### config.mk
export PLATFORM = sky130hd
export DESIGN_NAME = sad_decoder
export DESIGN_NICKNAME = d
export VERILOG_FILES = /design/src/hdl/sad_pkg.sv /design/src/hdl/sad_decoder.sv /design/src/hdl/sad_range.sv
export VERILOG_INCLUDE_DIRS = /design/src /design/src/hdl
export SDC_FILE = /design/constraint.sdc
export NUM_CORES = 1
export LEC_CHECK = 0
export BUFFER_PORTS_ARGS = -buffer_cell sky130_fd_sc_hd__clkbuf_2
export CORE_MARGIN = 2
export CORE_UTILIZATION = 55
export CTS_CLUSTER_DIAMETER = 40
export DETAILED_ROUTE_END_ITERATION = 8
export PLACE_DENSITY = 0.86
export SYNTH_ARGS = -nofsm -noshare
export SYNTH_HDL_FRONTEND = slang
export SYNTH_HIERARCHICAL = 1
export SYNTH_SLANG_ARGS = --single-unit
export TNS_END_PERCENT = 20
### constraint.sdc
create_clock -name sys_clk -period 4 [get_ports sys_clk]
set_clock_uncertainty 0.15 [all_clocks]
set_input_delay 0.4 -clock sys_clk [delete_from_list [all_inputs] [get_ports sys_clk]]
set_output_delay 0.4 -clock sys_clk [all_outputs]
set_load 0.03 [all_outputs]
### src/hdl/sad_map.svh
`ifndef SAD_MAP_SVH
`define SAD_MAP_SVH

// low page peripheral registers
`define SAD_IO_LO          16'h0000
`define SAD_IO_HI          16'h003F
// read/write memory, stack lives here
`define SAD_RAM_LO         16'h0080
`define SAD_RAM_HI         16'h00FF
`define SAD_RAM_BYTES      128
// user program array and trim byte
`define SAD_FLASH_LO       16'h7800
`define SAD_FLASH_HI       16'h7FEE
`define SAD_FLASH_BYTES    2031
`define SAD_TRIM_ADDR      16'h7FEF
// monitor rom, two windows
`define SAD_MON_LO         16'hF000
`define SAD_MON_HI         16'hF2EF
`define SAD_MONV_LO        16'hFEF0
`define SAD_MONV_HI        16'hFEFF
`define SAD_MON_RST_VEC    16'hFEFE
// high page system registers
`define SAD_BRK_STAT       16'hFE00
`define SAD_RST_CAUSE      16'hFE01
`define SAD_BRK_FLAG_CTL   16'hFE02
`define SAD_RSVD_LO        16'hFE03
`define SAD_RSVD_HI        16'hFE06
`define SAD_FLASH_CTL      16'hFE08
`define SAD_RSVD_SINGLE    16'hFE09
`define SAD_BRK_ADDR_H     16'hFE0C
`define SAD_BRK_ADDR_L     16'hFE0D
`define SAD_BRK_STAT_CTL   16'hFE0E
`define SAD_LV_STAT        16'hFE0F
`define SAD_FLASH_PROT     16'hFFF0
`define SAD_RSVD_FFF1      16'hFFF1
// vector table, high byte at the even address
`define SAD_VEC_LO         16'hFFF2
`define SAD_VEC_HI         16'hFFFF
`define SAD_VEC_CLKGEN     16'hFFF2
`define SAD_VEC_TOVF       16'hFFF4
`define SAD_VEC_TCH1       16'hFFF6
`define SAD_VEC_TCH0       16'hFFF8
`define SAD_VEC_EXTKBD     16'hFFFA
`define SAD_VEC_SWI        16'hFFFC
`define SAD_VEC_RESET      16'hFFFE
`define SAD_WDOG_CTL       16'hFFFF
// stack frame sizes
`define SAD_INT_FRAME      3'h5
`define SAD_CALL_FRAME     3'h2
`define SAD_SP_RESET       16'h00FF

`endif

### src/hdl/sad_pkg.sv
package sad_pkg;

  typedef struct packed {
    logic        valid;
    logic        write;
    logic [15:0] addr;
  } sad_bus_t;

  typedef struct packed {
    logic io;
    logic ram;
    logic flash;
    logic trim;
    logic mon;
    logic brk_stat;
    logic rst_cause;
    logic brk_flag_ctl;
    logic flash_ctl;
    logic brk_addr_h;
    logic brk_addr_l;
    logic brk_stat_ctl;
    logic lv_stat;
    logic flash_prot;
    logic vec;
    logic wdog_ctl;
    logic rsvd;
    logic illegal;
  } sad_sel_t;

  typedef struct packed {
    logic software_interrupt;
    logic ext_kbd;
    logic tch0;
    logic tch1;
    logic tovf;
    logic clkgen;
  } sad_irq_t;

  typedef struct packed {
    logic        int_entry;
    logic        call;
    logic        pull;
    logic        sp_load;
    logic [15:0] sp_value;
  } sad_stk_req_t;

  typedef struct packed {
    logic [15:0] pc;
    logic [7:0]  x;
    logic [7:0]  a;
    logic [7:0]  ccr;
  } sad_ctx_t;

  typedef enum logic [1:0] {
    SAD_STK_IDLE = 2'b01,
    SAD_STK_PUSH = 2'b10
  } sad_stk_state_t;

endpackage : sad_pkg

### src/hdl/sad_decoder.sv
`timescale 1ns/1ns
`include "sad_map.svh"

// How it works
// RULE1 - an access to any unimplemented address raises a one-cycle illegal-address reset.
// RULE2 - reserved locations select a reserved target and raise no reset.
// RULE3 - addresses 0000 to 003F select the peripheral register file.
// RULE4 - addresses 0080 to 00FF select the 128-byte RAM, where the stack may sit anywhere.
// RULE5 - addresses 7800 to 7FEE select the 2031-byte user flash array.
// RULE6 - address 7FEF selects the single factory clock trim byte.
// RULE7 - F000 to F2EF and FEF0 to FEFF select the monitor ROM.
// RULE8 - in monitor mode the reset vector is fetched from the monitor ROM at FEFE.
// RULE9 - interrupt vector pairs sit at fixed addresses FFF2 to FFFC in rising priority.
// RULE10 - the reset vector is at FFFE and FFFF and beats every other vector.
// RULE11 - the high-page system registers decode at FE00, FE01, FE02, FE08, FE0C to FE0F.
// RULE12 - FFF0 selects flash block protection and a write to FFFF selects the watchdog control.
// RULE13 - interrupt entry pushes five context bytes and never the high index byte.
// RULE14 - a call pushes a two-byte return address; pushes decrement and pulls increment SP.
// RULE15 - region selection is combinational so a valid access sets exactly one target or the illegal flag.
module sad_decoder (
  input  wire logic                 sys_clk,
  input  wire logic                 rst_n,
  input  wire sad_pkg::sad_bus_t    bus,
  input  wire logic                 mon_mode,
  input  wire logic                 vec_req,
  input  wire logic                 reset_fetch,
  input  wire sad_pkg::sad_irq_t    irq_pend,
  input  wire sad_pkg::sad_stk_req_t stk_req,
  input  wire sad_pkg::sad_ctx_t    ctx,
  output wire sad_pkg::sad_sel_t    sel,
  output logic                      illegal_rst,
  output logic                      vec_valid,
  output logic [15:0]               vec_addr,
  output logic [2:0]                vec_rank,
  output logic                      stk_we,
  output logic [15:0]               stk_addr,
  output logic [7:0]                stk_data,
  output wire logic                 stk_busy,
  output logic [15:0]               sp
);

  // ---------------- region decode ----------------
  wire logic [15:0] a = bus.addr;
  wire logic        hit_io;
  wire logic        hit_ram;
  wire logic        hit_flash;
  wire logic        hit_mon_lo;
  wire logic        hit_mon_hi;
  wire logic        hit_vec;
  wire logic        hit_rsvd_blk;

  sad_range #(.LO(`SAD_IO_LO), .HI(`SAD_IO_HI)) u_io (
    .addr (a),
    .hit  (hit_io)
  );
  sad_range #(.LO(`SAD_RAM_LO), .HI(`SAD_RAM_HI)) u_ram (
    .addr (a),
    .hit  (hit_ram)
  );
  sad_range #(.LO(`SAD_FLASH_LO), .HI(`SAD_FLASH_HI)) u_flash (
    .addr (a),
    .hit  (hit_flash)
  );
  sad_range #(.LO(`SAD_MON_LO), .HI(`SAD_MON_HI)) u_mon_lo (
    .addr (a),
    .hit  (hit_mon_lo)
  );
  sad_range #(.LO(`SAD_MONV_LO), .HI(`SAD_MONV_HI)) u_mon_hi (
    .addr (a),
    .hit  (hit_mon_hi)
  );
  sad_range #(.LO(`SAD_VEC_LO), .HI(`SAD_VEC_HI)) u_vec (
    .addr (a),
    .hit  (hit_vec)
  );
  sad_range #(.LO(`SAD_RSVD_LO), .HI(`SAD_RSVD_HI)) u_rsvd (
    .addr (a),
    .hit  (hit_rsvd_blk)
  );

  wire logic is_trim         = (a == `SAD_TRIM_ADDR);             // RULE6
  wire logic is_brk_stat     = (a == `SAD_BRK_STAT);              // RULE11
  wire logic is_rst_cause    = (a == `SAD_RST_CAUSE);             // RULE11
  wire logic is_brk_flag_ctl = (a == `SAD_BRK_FLAG_CTL);          // RULE11
  wire logic is_flash_ctl    = (a == `SAD_FLASH_CTL);             // RULE11
  wire logic is_brk_addr_h   = (a == `SAD_BRK_ADDR_H);            // RULE11
  wire logic is_brk_addr_l   = (a == `SAD_BRK_ADDR_L);            // RULE11
  wire logic is_brk_stat_ctl = (a == `SAD_BRK_STAT_CTL);          // RULE11
  wire logic is_lv_stat      = (a == `SAD_LV_STAT);               // RULE11
  wire logic is_flash_prot   = (a == `SAD_FLASH_PROT);            // RULE12
  wire logic is_wdog         = (a == `SAD_WDOG_CTL);              // RULE12
  // fff1 sits between protect byte and vectors; treated as reserved
  wire logic is_rsvd         = hit_rsvd_blk || (a == `SAD_RSVD_SINGLE) ||
                               (a == `SAD_RSVD_FFF1);             // RULE2

  wire logic is_sysreg = is_brk_stat | is_rst_cause | is_brk_flag_ctl | is_flash_ctl |
                         is_brk_addr_h | is_brk_addr_l | is_brk_stat_ctl | is_lv_stat;

  // anything left over is unimplemented
  wire logic any_hit = hit_io | hit_ram | hit_flash | is_trim | hit_mon_lo | hit_mon_hi |
                       is_sysreg | is_flash_prot | hit_vec | is_rsvd;

  // selects qualified by valid so an idle bus selects nothing
  wire logic v = bus.valid;

  assign sel.io           = v & hit_io;                           // RULE3 RULE15
  assign sel.ram          = v & hit_ram;                          // RULE4 RULE15
  assign sel.flash        = v & hit_flash;                        // RULE5 RULE15
  assign sel.trim         = v & is_trim;                          // RULE6
  assign sel.mon          = v & (hit_mon_lo | hit_mon_hi);        // RULE7 RULE8
  assign sel.brk_stat     = v & is_brk_stat;                      // RULE11
  assign sel.rst_cause    = v & is_rst_cause;                     // RULE11
  assign sel.brk_flag_ctl = v & is_brk_flag_ctl;                  // RULE11
  assign sel.flash_ctl    = v & is_flash_ctl;                     // RULE11
  assign sel.brk_addr_h   = v & is_brk_addr_h;                    // RULE11
  assign sel.brk_addr_l   = v & is_brk_addr_l;                    // RULE11
  assign sel.brk_stat_ctl = v & is_brk_stat_ctl;                  // RULE11
  assign sel.lv_stat      = v & is_lv_stat;                       // RULE11
  assign sel.flash_prot   = v & is_flash_prot;                    // RULE12
  assign sel.vec          = v & hit_vec & ~(is_wdog & bus.write); // RULE9 RULE10
  // ffff: a read returns the reset vector low byte, a write kicks the watchdog
  assign sel.wdog_ctl     = v & is_wdog & bus.write;              // RULE12
  assign sel.rsvd         = v & is_rsvd;                          // RULE2
  assign sel.illegal      = v & ~any_hit;                         // RULE1 RULE15

  // reset request is registered so it never feeds back into the same bus cycle
  always_ff @(posedge sys_clk or negedge rst_n) begin
    if (!rst_n) begin
      illegal_rst <= 1'b0;
    end else begin
      illegal_rst <= sel.illegal;                                 // RULE1
    end
  end

  // ---------------- vector selection ----------------
  logic [15:0] vec_nxt;
  logic [2:0]  rank_nxt;
  wire logic   vec_take = vec_req | reset_fetch;
  wire logic [15:0] rst_vec = mon_mode ? `SAD_MON_RST_VEC : `SAD_VEC_RESET; // RULE8

  // highest priority first; rank 7 is reset, 1 is the clock generator
  always_comb begin
    vec_nxt  = `SAD_VEC_RESET;
    rank_nxt = 3'h0;
    if (reset_fetch) begin
      vec_nxt  = rst_vec;                                         // RULE10
      rank_nxt = 3'h7;
    end else if (irq_pend.software_interrupt) begin
      vec_nxt  = `SAD_VEC_SWI;                                    // RULE9
      rank_nxt = 3'h6;
    end else if (irq_pend.ext_kbd) begin
      vec_nxt  = `SAD_VEC_EXTKBD;                                 // RULE9
      rank_nxt = 3'h5;
    end else if (irq_pend.tch0) begin
      vec_nxt  = `SAD_VEC_TCH0;                                   // RULE9
      rank_nxt = 3'h4;
    end else if (irq_pend.tch1) begin
      vec_nxt  = `SAD_VEC_TCH1;                                   // RULE9
      rank_nxt = 3'h3;
    end else if (irq_pend.tovf) begin
      vec_nxt  = `SAD_VEC_TOVF;                                   // RULE9
      rank_nxt = 3'h2;
    end else if (irq_pend.clkgen) begin
      vec_nxt  = `SAD_VEC_CLKGEN;                                 // RULE9
      rank_nxt = 3'h1;
    end
  end

  // a request with nothing pending gives no answer
  wire logic vec_hit = reset_fetch | (|irq_pend);

  always_ff @(posedge sys_clk or negedge rst_n) begin
    if (!rst_n) begin
      vec_valid <= 1'b0;
      vec_addr  <= `SAD_VEC_RESET;
      vec_rank  <= 3'h0;
    end else begin
      vec_valid <= vec_take & vec_hit;
      if (vec_take & vec_hit) begin
        vec_addr <= vec_nxt;
        vec_rank <= rank_nxt;
      end
    end
  end

  // ---------------- stack sequencer ----------------
  sad_pkg::sad_stk_state_t st_r;
  sad_pkg::sad_stk_state_t st_nxt;
  logic [2:0]  cnt_r;
  logic [2:0]  cnt_nxt;
  logic        is_int_r;
  logic        is_int_nxt;
  logic [15:0] sp_r;
  logic [15:0] sp_nxt;
  sad_pkg::sad_ctx_t ctx_r;
  logic [7:0]  byte_sel;
  wire logic   start_int  = stk_req.int_entry;
  wire logic   start_call = stk_req.call & ~stk_req.int_entry;
  wire logic   pushing    = (st_r == sad_pkg::SAD_STK_PUSH);
  wire logic [2:0] frame  = is_int_r ? `SAD_INT_FRAME : `SAD_CALL_FRAME; // RULE13 RULE14
  wire logic   last_push  = pushing && (cnt_r == frame - 3'h1);

  assign stk_busy = pushing;

  // push order: pc low, pc high, x, a, ccr; high index byte never stacked
  always_comb begin
    case (cnt_r)
      3'h0:    byte_sel = ctx_r.pc[7:0];
      3'h1:    byte_sel = ctx_r.pc[15:8];
      3'h2:    byte_sel = ctx_r.x;                                // RULE13
      3'h3:    byte_sel = ctx_r.a;                                // RULE13
      3'h4:    byte_sel = ctx_r.ccr;                              // RULE13
      default: byte_sel = 8'h00;
    endcase
  end

  always_comb begin
    st_nxt     = st_r;
    cnt_nxt    = cnt_r;
    is_int_nxt = is_int_r;
    sp_nxt     = sp_r;
    case (st_r)
      sad_pkg::SAD_STK_IDLE: begin
        cnt_nxt = 3'h0;
        if (stk_req.sp_load) begin
          sp_nxt = stk_req.sp_value;
        end else if (start_int | start_call) begin
          st_nxt     = sad_pkg::SAD_STK_PUSH;
          is_int_nxt = start_int;
        end else if (stk_req.pull) begin
          sp_nxt = sp_r + 16'h0001;                               // RULE14
        end
      end
      sad_pkg::SAD_STK_PUSH: begin
        sp_nxt  = sp_r - 16'h0001;                                // RULE14
        cnt_nxt = cnt_r + 3'h1;
        if (last_push) begin
          st_nxt  = sad_pkg::SAD_STK_IDLE;
          cnt_nxt = 3'h0;
        end
      end
      default: begin
        st_nxt  = sad_pkg::SAD_STK_IDLE;
        cnt_nxt = 3'h0;
      end
    endcase
  end

  always_ff @(posedge sys_clk or negedge rst_n) begin
    if (!rst_n) begin
      st_r     <= sad_pkg::SAD_STK_IDLE;
      cnt_r    <= 3'h0;
      is_int_r <= 1'b0;
      sp_r     <= `SAD_SP_RESET;
    end else begin
      st_r     <= st_nxt;
      cnt_r    <= cnt_nxt;
      is_int_r <= is_int_nxt;
      sp_r     <= sp_nxt;
    end
  end

  // context captured at the request so a core change mid-frame cannot tear it
  always_ff @(posedge sys_clk or negedge rst_n) begin
    if (!rst_n) begin
      ctx_r <= '0;
    end else if (st_r == sad_pkg::SAD_STK_IDLE && (start_int | start_call)) begin
      ctx_r <= ctx;
    end
  end

  always_ff @(posedge sys_clk or negedge rst_n) begin
    if (!rst_n) begin
      stk_we   <= 1'b0;
      stk_addr <= `SAD_SP_RESET;
      stk_data <= 8'h00;
    end else begin
      stk_we   <= pushing;                                        // RULE13 RULE14
      stk_addr <= sp_r;
      stk_data <= byte_sel;
    end
  end

  assign sp = sp_r;

endmodule : sad_decoder

### src/hdl/sad_range.sv
`timescale 1ns/1ns
module sad_range #(
  parameter logic [15:0] LO = 16'h0000,
  parameter logic [15:0] HI = 16'hFFFF
) (
  input  wire logic [15:0] addr,
  output wire logic        hit
);
  assign hit = (addr >= LO) && (addr <= HI);
endmodule : sad_range

==> results of run 1 <==
[final cells by class]
type                            count  area [um^2]  area share
Multi-Input combinational cell    377         2570       0.413
Sequential cell                    96         2430       0.391
Timing Repair Buffer              158          796       0.128
Tap cell                          129          161      0.0260
Clock buffer                        9          124      0.0199
Clock inverter                      7         85.1      0.0137
Inverter                           15         56.3     0.00906
[critical path, stage by stage]
cell                       delay [ns]
sky130_fd_sc_hd__clkbuf_2        0.22
sky130_fd_sc_hd__a41oi_2         0.15
sky130_fd_sc_hd__nor3_1          0.22
sky130_fd_sc_hd__nor4_2          0.09
sky130_fd_sc_hd__or4_1           0.49
sky130_fd_sc_hd__nor4_1          0.20
sky130_fd_sc_hd__o21a_1          0.17
sky130_fd_sc_hd__and4_1          0.22
sky130_fd_sc_hd__clkbuf_2        0.21
[where the power goes]
| part | switching, uW | internal, uW |
|---|---|---|
| Combinational | 1180 | 715 |
| Clock | 374 | 303 |
| Sequential | 408 | 1470 |
[worst min-delay path by stage]
stage	end	slack (ns)	depth (start not counted)
after floorplan	cnt_r[0]$_DFF_PN0_	-0.05	0
after global placement	stk_addr[4]$_DFF_PN1_	0.28	0
after detailed placement	stk_addr[4]$_DFF_PN1_	0.27	0
after CTS	vec_rank[0]$_DFFE_PN0P_	0.005	1
after global routing	vec_addr[8]$_DFFE_PN1P_	0.02	2
final	vec_valid$_DFF_PN0_	-0.03	1
[through the flow]
stage | area, um^2 | utilization | total power [uW] | worst slack, ns
floorplan | 5260 | - | 3240 | 1.38
global placement | 6010 | 0.650 | 3670 | 1.12
detailed placement | 6010 | 0.650 | 3770 | 1.08
CTS | 6220 | 0.673 | 4450 | 1.08
global route | 6220 | 0.673 | 4720 | 0.954
finish | 6220 | 0.673 | 4450 | 1.08
[routing by layer]
| layer | wire [um] | global-route usage | up-vias |
|---|---|---|---|
| met5 | 0 | 0 | - |
| met4 | 297 | 0.0967 | 0 |
| met3 | 1070 | 0.0538 | 38 |
| met2 | 6490 | 0.432 | 243 |
| met1 | 5200 | 0.326 | 2230 |
| li1 | - | - | 2149 |
[Yosys cell counts, types with 4 or more instances]
master,instances
sky130_fd_sc_hd__inv_1,15
sky130_fd_sc_hd__nor3_1,21
sky130_fd_sc_hd__o21a_1,6
sky130_fd_sc_hd__nand4_1,11
sky130_fd_sc_hd__clkbuf_1,16
sky130_fd_sc_hd__nand3_1,23
sky130_fd_sc_hd__xor2_1,4
sky130_fd_sc_hd__nor2_1,42
sky130_fd_sc_hd__nor2b_1,6
sky130_fd_sc_hd__nand2_1,49
sky130_fd_sc_hd__buf_2,7
sky130_fd_sc_hd__nand2b_1,5
sky130_fd_sc_hd__mux2_2,42
sky130_fd_sc_hd__and2_1,4
sky130_fd_sc_hd__buf_4,16
sky130_fd_sc_hd__or4_1,4
sky130_fd_sc_hd__nor4_2,5
sky130_fd_sc_hd__nor4_1,10
sky130_fd_sc_hd__dfstp_2,21
sky130_fd_sc_hd__and4_1,4
sky130_fd_sc_hd__o211ai_1,7
sky130_fd_sc_hd__dfrtp_1,75
sky130_fd_sc_hd__o21ai_0,19
sky130_fd_sc_hd__a21oi_1,14
sky130_fd_sc_hd__nand4b_1,4
sky130_fd_sc_hd__a22oi_1,15
sky130_fd_sc_hd__ha_1,9
[cells by family after synthesis]
logic type	after synthesis	synth area share
AND/OR/NAND/NOR	211	0.225
AO/OA/AOI/OAI	94	0.128
XOR/XNOR	6	0.0101
other	2	0.00144
flip-flops	96	0.465
adder cells (fa/ha/maj)	9	0.0216
buffers and inverters	55	0.0529
multiplexers	45	0.0963
[flip-flops by register name, summed over array words and instances, names as in the netlist, 2 cells and up]
register	cells
ctx_r	40
stk_data	8
st_r	2
stk_addr	16
sp	16
cnt_r	3
vec_rank	3
vec_addr	4
==> out/summary.md, run 1 <==
The flow ran to the end, but the final reports show violations. Counting every sink on the clock net gives 96. The detailed router finished its first iteration with 202 violations. The worst register-to-register path begins at st_r[0]$_DFFE_PN1P_. The mean number of vias per cell was 5.89. The total via count in the routed design came out at 4660. The die covers 10300 um^2. The biggest area contributor in the post-synthesis netlist is sky130_fd_sc_hd__dfrtp_1. The tools report the peak supply drop as 533 uV. The critical path capture point type was an output pin.

The die is 101 um tall. Input and output buffers added on the ports amount to 157. The global-route usage over all layers is 0.256. Once placement completed, the tool counted placed cells totaling 775. After floorplanning, the core was divided into 35 placement rows. The proportion of synthesized flip-flops having asynchronous set or reset came out at 1.00. The final layout contains routed wiring with a total length of 13100 um.

Routability-driven placement finished with a final weighted congestion of 0.924. The transition time at the pin with the least slew margin was 1.20 ns; the depth of the worst register-to-register path was 6. The clock tree synthesis step divided the H-tree into 3 levels.

In this run, post-CTS hold repair placed 0 buffers. The number of iterations in the first detailed-routing pass was 5. Of all nets on the critical path, the largest fanout is 12. Counting flops with a built-in enable in the synthesized netlist gives 0. The DRC violation count after routing is 0, and the top-level I/O count is 170. The fill cell total of the finished layout was 729. Once layout is complete, the cells apart from fillers number 791. The detail route stage leaves a number of antenna-violating nets equal to 0. Averaged over all synthesized cells, the footprint is 10.1 um^2. The clock passes through at most 2 buffers.

The worst setup path endpoint is sel[0]. The tools report the final sum of negative setup slack as 0 ns. Setup repair after global routing left no endpoint under its margin. The final period demand of the worst path is 2.92 ns. The largest net degree at the start of global routing came out at 68. The data arrival time at the worst-slack endpoint was 2.37 ns. The synthesis-to-layout area growth was 19.0%. Across the run, the number of max-cap violations was 0. The reg2reg setup slack is 1.34 ns, and the sequential element share of the synthesized area is 0.465.

In the final design database the tool counted 755 nets. The run gives 0.37 ns as the clock insertion delay at the later pin of the skew report. The launch point of the critical path was bus[3]. The number of global-route vias before repair was 4454; the share of post-route cells with drive strength above 1 was 0.388. The tools report the final-report hold violation count as 45. The ratio of final minimum period to clock period was 0.730; the setup violation total in the final timing report was 0. The synthesized cell area is 5220 um^2. The commonest non-fill, non-tap cell in the layout is sky130_fd_sc_hd__clkbuf_2. For the worst hold-check slack, the log shows -0.0307 ns. Synthesis handed over a netlist of 518 instances. The most used flip-flop cell after synthesis is sky130_fd_sc_hd__dfrtp_1. TritonCTS built the clock tree. After synthesis the netlist holds a flip-flop and latch count of 96. Post-CTS resize count: 0. The CTS root buffer was sky130_fd_sc_hd__clkbuf_8.

The initial antenna violation count is 0. Starting density of the core: 0.565. Worst flop-to-flop path endpoint: st_r[1]$_DFFE_PN0P_. The core outline area was 9240 um^2. The checks that failed: negative hold slack. Summed over all nets, the half-perimeter wirelength after detailed placement is 9420 um.

In the layout the commonest cells are sky130_fd_sc_hd__clkbuf_2, sky130_fd_sc_hd__dfrtp_1, sky130_fd_sc_hd__nand2_1. Counting the buffers created by CTS gives 9. The clock transition at the register clock pins on the worst setup and hold paths after CTS works out to 0.10 ns. Yosys printed 6 warnings. The tightest min-delay check is of the input pin to asynchronous set/reset pin type. The die boundary width was 101 um.

The worst setup path is of the input pin to output pin kind. The number of unique standard cell types used by synthesis was 71. For the relative slew slack, the log shows 0.194. The ratio of total power to cell area is 715 nW/um^2. The tools report the buffer count from post-CTS setup fixing as 0. The tools report the wire length of the first global-routing pass as 21000 um. For this run the aggregate overflow at the end of global routing stands at 0. By area the synthesized netlist is led by sky130_fd_sc_hd__dfrtp_1, sky130_fd_sc_hd__dfstp_2, sky130_fd_sc_hd__mux2_2. Data on the critical path is required at its endpoint by 3.45 ns.

The fraction of post-synthesis cell area in the top cell type by area was 0.359. The logs give 0 for the antenna diode instance count and 0.00277 uW for the cell leakage power. The max-slew violation total from the final report was 0; the maximum frequency from static timing analysis was 343 MHz.

The detailed-route wire length per cell works out to 16.5 um. The tools report the kind of launch point of the worst setup path as an input pin.
No activity file was read; power rests on OpenSTA's default activity.
==> run 2, diff against run 1 <==
--- a/config.mk
+++ b/config.mk
@@ -6,12 +6,13 @@
 export SDC_FILE = /design/constraint.sdc
 export NUM_CORES = 1
 export LEC_CHECK = 0
+export ABC_AREA = 1
 export BUFFER_PORTS_ARGS = -buffer_cell sky130_fd_sc_hd__clkbuf_2
 export CORE_MARGIN = 2
-export CORE_UTILIZATION = 55
+export CORE_UTILIZATION = 47
 export CTS_CLUSTER_DIAMETER = 40
 export DETAILED_ROUTE_END_ITERATION = 8
-export PLACE_DENSITY = 0.86
+export PLACE_DENSITY = 0.77
 export SYNTH_ARGS = -nofsm -noshare
 export SYNTH_HDL_FRONTEND = slang
 export SYNTH_HIERARCHICAL = 1
==> constraint.sdc (replaced) <==
create_clock -name sys_clk -period 2.4 [get_ports sys_clk]
set_clock_uncertainty 0.15 [all_clocks]
set_input_delay 0.24 -clock sys_clk [delete_from_list [all_inputs] [get_ports sys_clk]]
set_output_delay 0.24 -clock sys_clk [all_outputs]
set_load 0.03 [all_outputs]
==> out/summary.md, run 2 <==
The flow ran to the end, and the final reports show no timing, DRC or antenna violations. The total wirelength of the detailed-routed design is 15400 um (was 13100 um). The launch instance of the worst register-to-register path was st_r[0]$_DFFE_PN1P_ (unchanged).

The final RePlAce weighted congestion is 0.917 (was 0.924). The most numerous cell on the critical path is sky130_fd_sc_hd__nor2_1 (was sky130_fd_sc_hd__clkbuf_2). Most frequent cells after synthesis: sky130_fd_sc_hd__nand2_1, sky130_fd_sc_hd__nor2_1, sky130_fd_sc_hd__inv_1 (was sky130_fd_sc_hd__dfrtp_1, sky130_fd_sc_hd__nand2_1, sky130_fd_sc_hd__mux2_2, sky130_fd_sc_hd__nor2_1, sky130_fd_sc_hd__nand3_1). The run gives 744 (was 518) as the synthesized netlist cell count. The run gives 0.280 ns (was 1.08 ns) as the worst-case setup margin in the final layout.

The HPWL after detailed placement was 10700 um (was 9420 um). The fill cell total of the finished layout was 1063 (was 729). The fraction of post-synthesis cell area in the top cell type by area was 0.332 (was 0.359); the mean instance size in the synthesized netlist was 7.59 um^2 (was 10.1 um^2). The run gives 12900 um^2 (was 10300 um^2) as the total die area. The max-slew violation total from the final report was 0 (unchanged); the final-report hold violation count was 0 (was 45). The post-CTS resize count came out at 0 (unchanged). The stage delay of the slowest cell on the critical path is 0.24 ns (was 0.49 ns), and the number of buffer cells added on primary ports is 157 (unchanged).

Top library cells by usage in the layout, fill and taps aside: sky130_fd_sc_hd__nand2_1, sky130_fd_sc_hd__clkbuf_2, sky130_fd_sc_hd__nor2_1 (was sky130_fd_sc_hd__clkbuf_2, sky130_fd_sc_hd__dfrtp_1, sky130_fd_sc_hd__nand2_1). The CTS root buffer was sky130_fd_sc_hd__clkbuf_16 (was sky130_fd_sc_hd__clkbuf_8). The flip-flop cell with the highest count after synthesis is sky130_fd_sc_hd__dfrtp_1 (unchanged).

The number of flip-flops in the largest register came out at 40 (unchanged). The post-synthesis sequential element count is 96 (unchanged), and the ratio of final minimum period to clock period is 0.883. The share of post-route cells with drive strength above 1 works out to 0.273 (was 0.388).

The total via count in the routed design was 5435 (was 4660); the number of flops mapped to enable cells by yosys was 0 (unchanged). The tools report the maximum root-to-sink buffer count as 2 (unchanged). The cell with the most instances after synthesis was sky130_fd_sc_hd__nand2_1 (was sky130_fd_sc_hd__dfrtp_1). For the total global routing overflow, the log shows 0 (unchanged).

The synthesis-to-layout area growth works out to 28.9% (was 19.0%). The mean number of vias per cell came out at 4.96 (was 5.89). Reg2reg setup slack: 0.42 ns (was 1.34 ns). Worst flop-to-flop path endpoint: sp[6]$_DFFE_PN1P_ (was st_r[1]$_DFFE_PN0P_). The depth of the worst register-to-register path is 9 (was 6), and the remaining antenna violation count after routing is 0 (unchanged).

Type of the most critical hold path: input pin to flip-flop (was input pin to asynchronous set/reset pin). The tools report the final sum of negative setup slack as 0 ns (unchanged). For the core outline area, the log shows 11900 um^2 (was 9240 um^2). The run gives 650 uV (was 533 uV) as the peak supply drop. The worst-case hold path end point was ctx_r[0]$_DFFE_PN0P_. The tools report the count of max-cap constraint violations as 0 (unchanged). The hold-critical path depth came out at 3.

Setup repair after global routing left no endpoint under its margin. The logs give 0.00377 uW (was 0.00277 uW) for the cell leakage power and 0 (unchanged) for the DRC violation count after routing. The worst slack at placement is 0.278 ns (was 1.08 ns). The maximum frequency from static timing analysis is 472 MHz.

Global-route usage over all layers: 0.243 (was 0.256). The transition time at the pin with the least slew margin works out to 0.566 ns (was 1.20 ns). The startpoint of the tightest hold check path was ctx[0]. The tools report the kind of launch point of the worst setup path as an input pin (unchanged). The critical path start-end classification was input pin to output pin (unchanged).

Number of iterations in the first detailed-routing pass: 5 (unchanged). The tools report the starting density of the core as 0.476 (was 0.565). Cells traversed along the worst timing path: clkbuf_2, nand2_1, nor2_1, nand2_1, nor2_1, nor2_1, nor2_1, nand4_1, nor3_1, nand2_1, nor2_1, nand2_1, nor2_1, clkbuf_2 (was clkbuf_2, a41oi_2, nor3_1, nor4_2, or4_1, nor4_1, o21a_1, and4_1, clkbuf_2). The final layout net count was 1042 (was 755); the clock insertion delay at the later pin of the skew report was 0.35 ns (was 0.37 ns).

The commonest non-fill, non-tap cell in the layout is sky130_fd_sc_hd__nand2_1 (was sky130_fd_sc_hd__clkbuf_2). The initial antenna violation count is 0 (unchanged). For the synthesized cell area, the log shows 5650 um^2 (was 5220 um^2). The tools report the relative slew slack as 0.621 (was 0.194). The ratio of total power to cell area works out to 1170 nW/um^2 (was 715 nW/um^2). The tools report the wire length of the first global-routing pass as 24700 um (was 21000 um). The first-iteration detailed-routing DRC count was 437 (was 202). TritonCTS built the clock tree.

The setup violation total in the final timing report was 0 (unchanged); the die boundary width was 114 um (was 101 um). The number of placement rows came out at 40 (was 35). The area of combinational cells with multiple inputs came out at 2710 um^2 (was 2570 um^2). The tools report the register area as 2430 um^2 (unchanged). Critical path capture point type: an output pin (unchanged). The proportion of synthesized flip-flops having asynchronous set or reset came out at 1.00 (unchanged). The worst path needs 2.12 ns of the cycle, external delays included. Number of global-route vias before repair: 5080 (was 4454). For the sequential element share of the synthesized area, the log shows 0.430 (was 0.465). The largest register by flop count was ctx_r (unchanged). The maximum level of the CTS H-tree came out at 3 (unchanged). The total power of the final layout is 8490 uW (was 4450 uW).

For the clock sink count, the log shows 96 (unchanged). Synth area leaders: sky130_fd_sc_hd__dfrtp_1, sky130_fd_sc_hd__nand2_1, sky130_fd_sc_hd__dfstp_2 (was sky130_fd_sc_hd__dfrtp_1, sky130_fd_sc_hd__dfstp_2, sky130_fd_sc_hd__mux2_2). The top-level I/O count is 170 (unchanged), and the TritonCTS buffer count is 9 (unchanged).

Die boundary height: 114 um (was 101 um). Detailed-route wire length per cell: 14.1 um (was 16.5 um). The required time at the endpoint of the critical path was 2.01 ns (was 3.45 ns); the number of synthesis warnings was 6 (unchanged).

Antenna diode instance count: 0 (unchanged). The clock transition at the register clock pins on the worst setup and hold paths after CTS was 0.06 ns (was 0.10 ns). For the largest net degree at the start of global routing, the log shows 47 (was 68). The maximum fanout along the worst path was 10 (was 12). The number of unique standard cell types used by synthesis came out at 41 (was 71). Master of the slowest instance on the critical path: sky130_fd_sc_hd__clkbuf_2 (was sky130_fd_sc_hd__or4_1). The tools report the data arrival time at the worst-slack endpoint as 1.73 ns (was 2.37 ns). The most area-hungry cell type in the Yosys netlist was sky130_fd_sc_hd__dfrtp_1 (unchanged).
==> run 2: how the worst max path moves through the flow <==
stage	endpoint	from	slack (ns)	cells after the start
after floorplan	sel[12]	bus[13]	0.31	6
after global placement	sel[0]	bus[7]	0.35	14
after detailed placement	sel[0]	bus[7]	0.28	14
after CTS	sel[0]	bus[7]	0.27	14
after global routing	sel[0]	bus[7]	0.09	14
final	sel[0]	bus[7]	0.28	14
==> run 2: critical path: cells and delay by family <==
family	cells	cell delay (ns)
simple gates	12	1.08
buf+inv	2	0.42
==> run 2: metrics by stage <==
step	hold WS, ns	instance area, um^2	cells	util
2_1_floorplan	-0.206	5690	754	-
3_3_place_gp	0.100	6580	1041	0.554
3_5_place_dp	0.0986	6580	1041	0.554
4_1_cts	0.00391	7270	1095	0.613
5_1_grt	0.0172	7280	1096	0.614
6_report	0.0113	7280	1096	0.614
==> run 2: what timing repair did <==
| action | CTS | global route |
|---|---|---|
| hold buffers | 38 | 1 |
| setup buffers | 0 | 0 |
| hold endpoints to repair | 69 | 1 |
==> run 2: routing by layer <==
metal  global-route usage  wire (um)  vias to the layer above  share of wire
met3               0.0468       1060                       32          0.069
li1                     -          -                     2760              -
met1                0.302       6410                     2454           0.42
met4                0.111        482                        0          0.031
met2                0.411       7460                      189           0.48
met5                    0          0                        -              0
==> run 2: layout make-up <==
cell class                      count  share of cell area
Multi-Input combinational cell    535               0.372
Tap cell                          147              0.0253
Timing Repair Buffer              206               0.176
Inverter                           96              0.0502
Clock inverter                      5             0.00842
Sequential cell                    96               0.334
Clock buffer                       11              0.0347
==> run 2: power breakdown <==
part	switching [uW]	total, uW	internal [uW]
logic	2510	3910	1400
clock network	639	1510	873
registers	598	3070	2470
total	3750	8490	4740
==> run 2: cell families (layout without fill, tap and decap cells) <==
kind of cell | Yosys count | after routing | share of synthesized area
flops | 96 | 96 | 0.430
fa+ha+maj | 9 | 9 | 0.0199
buf+inv | 123 | 318 | 0.0970
xor+xnor | 3 | 3 | 0.00465
mux | 34 | 34 | 0.0678
other cells | 2 | 12 | 0.00133
compound gates | 66 | 66 | 0.0718
simple gates | 411 | 411 | 0.307
==> run 3, diff against run 2 <==
--- a/config.mk
+++ b/config.mk
@@ -12,7 +12,7 @@
 export CORE_UTILIZATION = 47
 export CTS_CLUSTER_DIAMETER = 40
 export DETAILED_ROUTE_END_ITERATION = 8
-export PLACE_DENSITY = 0.77
+export PLACE_DENSITY_LB_ADDON = 0.1
 export SYNTH_ARGS = -nofsm -noshare
 export SYNTH_HDL_FRONTEND = slang
 export SYNTH_HIERARCHICAL = 1
==> out/summary.md, run 3 (same netlist as run 2, synthesis figures left out) <==
The starting density of the core is 0.476 (unchanged), and the ratio of final minimum period to clock period is 0.906 (was 0.883). The logs give 170 (unchanged) for the top-level I/O count and 59 (was 47) for the largest net degree at the start of global routing. The tools report the total wirelength of the detailed-routed design as 15200 um (was 15400 um).

The initial antenna violation count is 0 (unchanged), and the ratio of total power to cell area is 1150 nW/um^2 (was 1170 nW/um^2). TritonCTS built the clock tree. The die boundary height is 114 um (unchanged), and the die boundary width is 114 um (unchanged).

The mean number of vias per cell works out to 5.04 (was 4.96). The post-CTS resize count was 0 (unchanged); the number of iterations in the first detailed-routing pass was 6 (was 5). Relative slew slack: 0.649 (was 0.621). The maximum fanout along the worst path is 8 (was 10). The tools report the launch point of the critical path as bus[3] (was bus[7]). The HPWL after detailed placement was 11100 um (was 10700 um). The TritonCTS buffer count is 9 (unchanged), and the antenna diode instance count is 0 (unchanged). The required time at the endpoint of the critical path was 2.01 ns (about the same); the share of post-route cells with drive strength above 1 was 0.269 (was 0.273). Largest register by flop count: ctx_r (unchanged). The final period demand of the worst path works out to 2.17 ns (was 2.12 ns).

Core outline area: 11900 um^2 (unchanged). The wire length of the first global-routing pass was 24200 um (was 24700 um); the hold-critical path depth was 3 (unchanged). The reg2reg setup slack was 0.31 ns (was 0.42 ns); the number of placement rows was 40 (unchanged). The depth of the worst register-to-register path came out at 9 (unchanged).

Worst slack at placement: 0.237 ns (was 0.278 ns). Critical path start-end classification: input pin to output pin (unchanged). The most numerous cell on the critical path is sky130_fd_sc_hd__nor2_1 (unchanged). The run gives 2 (unchanged) as the maximum root-to-sink buffer count. Cells traversed along the worst timing path: clkbuf_2, nand2_1, nor2_1, nor2_1, nor2_1, nor2_1, nor2_1, nand4_1, nor3_1, nand2_1, nor2_1, nand2_1, nor2_1, clkbuf_2 (was clkbuf_2, nand2_1, nor2_1, nand2_1, nor2_1, nor2_1, nor2_1, nand4_1, nor3_1, nand2_1, nor2_1, nand2_1, nor2_1, clkbuf_2). The remaining antenna violation count after routing is 0 (unchanged). The kind of launch point of the worst setup path is an input pin (unchanged).

The data arrival time at the worst-slack endpoint was 1.78 ns (was 1.73 ns). The clock sink count was 96 (unchanged); the transition time at the pin with the least slew margin was 0.526 ns (was 0.566 ns). Master of the slowest instance on the critical path: sky130_fd_sc_hd__clkbuf_2 (unchanged). For the global-route usage over all layers, the log shows 0.236 (was 0.243). The number of flip-flops in the largest register is 40 (unchanged), and the stage delay of the slowest cell on the critical path is 0.23 ns (was 0.24 ns).

The total global routing overflow was 0 (unchanged); the DRC violation count after routing was 0 (unchanged). The final-report hold violation count came out at 0 (unchanged). The count of max-cap constraint violations came out at 0 (unchanged). The run finished with clean final reports. The run gives 0.912 (was 0.917) as the final RePlAce weighted congestion. The worst flop-to-flop path endpoint is sp[5]$_DFFE_PN1P_ (was sp[6]$_DFFE_PN1P_). The tools report the final layout net count as 1041 (was 1042). Top library cells by usage in the layout, fill and taps aside: sky130_fd_sc_hd__nand2_1, sky130_fd_sc_hd__clkbuf_2, sky130_fd_sc_hd__nor2_1 (unchanged). Type of the most critical hold path: input pin to flip-flop (unchanged). The run gives 0.35 ns (about the same) as the clock insertion delay at the later pin of the skew report. Clock transition at the register clock pins on the worst setup and hold paths after CTS: 0.07 ns (was 0.06 ns). The final sum of negative setup slack came out at 0 ns (unchanged). For the first-iteration detailed-routing DRC count, the log shows 363 (was 437). The CTS root buffer was sky130_fd_sc_hd__clkbuf_16 (unchanged). Setup repair after global routing left no endpoint under its margin. The number of buffer cells added on primary ports was 157 (unchanged). The synthesis-to-layout area growth was 28.6% (was 28.9%).

The tools report the total via count in the routed design as 5514 (was 5435). The maximum frequency from static timing analysis was 460 MHz (was 472 MHz). Launch instance of the worst register-to-register path: st_r[0]$_DFFE_PN1P_ (unchanged). The cell leakage power is 0.00375 uW (was 0.00377 uW).

Commonest non-fill, non-tap cell in the layout: sky130_fd_sc_hd__nand2_1 (unchanged). The maximum level of the CTS H-tree came out at 3 (unchanged). The tools report the worst setup path endpoint as sel[0] (unchanged). The tools report the total die area as 12900 um^2 (unchanged). The tools report the worst hold-check slack as 0.0184 ns (was 0.0113 ns). The logs give 0 (unchanged) for the max-slew violation total from the final report and 5152 (was 5080) for the number of global-route vias before repair. The logs give 0 (unchanged) for the setup violation total in the final timing report and 972 uV (was 650 uV) for the peak supply drop. The logs give 42 (was 38) for the number of buffers inserted by hold repair at cts and 0 (unchanged) for the buffer count from post-CTS setup fixing. The detailed-route wire length per cell is 13.9 um (was 14.1 um). The critical path capture point type is an output pin (unchanged). Worst-case setup margin in the final layout: 0.225 ns (was 0.280 ns).
run 3: changes by cell type in the layout (fill, tap and decap cells not counted), sizes merged:
cell | before | now
clkinv | 2 | 1
dlygate4sd3 | 39 | 42
bufinv | 1 | 0
clkbuf | 167 | 166
clkinvlp | 0 | 1
buf | 11 | 7
inv | 98 | 100
run 3: metal layers:
metal	routed length, um	vias to the layer above	GRT usage
met5	0	-	0
met4	372	0	0.0732
met3	841	31	0.0558
met2	7540	175	0.420
met1	6480	2571	0.284
li1	-	2737	-
run 3: worst min-delay path by stage:
stage            from                      end  slack (ns)
4_1_cts        ctx[2]     ctx_r[2]$_DFFE_PN0P_       0.003
3_3_place_gp    rst_n  vec_rank[2]$_DFFE_PN0P_        0.09
3_5_place_dp    rst_n  vec_rank[2]$_DFFE_PN0P_        0.10
5_1_grt        ctx[0]     ctx_r[0]$_DFFE_PN0P_        0.03
2_1_floorplan   rst_n       cnt_r[0]$_DFF_PN0_       -0.21
6_report       ctx[2]     ctx_r[2]$_DFFE_PN0P_        0.02
run 3: final cells by class:
cell class / instances / area, um^2
Clock buffer: 10 / 239
Clock inverter: 6 / 58.8
Fill cell: 1075 / 4600
Inverter: 96 / 365
Multi-Input combinational cell: 535 / 2710
Sequential cell: 96 / 2430
Tap cell: 147 / 184
Timing Repair Buffer: 205 / 1280
run 3: power by group:
part           total, uW  switching (uW)  internal (uW)
Clock               1430             671            759
Combinational       3870            2490           1380
Sequential          3050             582           2470
Total               8340            3740           4600
run 3: critical path, delay by kind of cell:
family | cells | cell delay [ns]
buffers and inverters | 2 | 0.40
AND/OR/NAND/NOR | 12 | 1.14
run 3: stage by stage:
stage	utilization	total power, uW	cells	cell area, um^2
after global routing	0.612	8940	1095	7260
after global placement	0.552	6760	1037	6550
after CTS	0.612	8400	1095	7260
after detailed placement	0.552	6880	1037	6550
final	0.612	8340	1095	7260
after floorplan	-	5870	754	5690
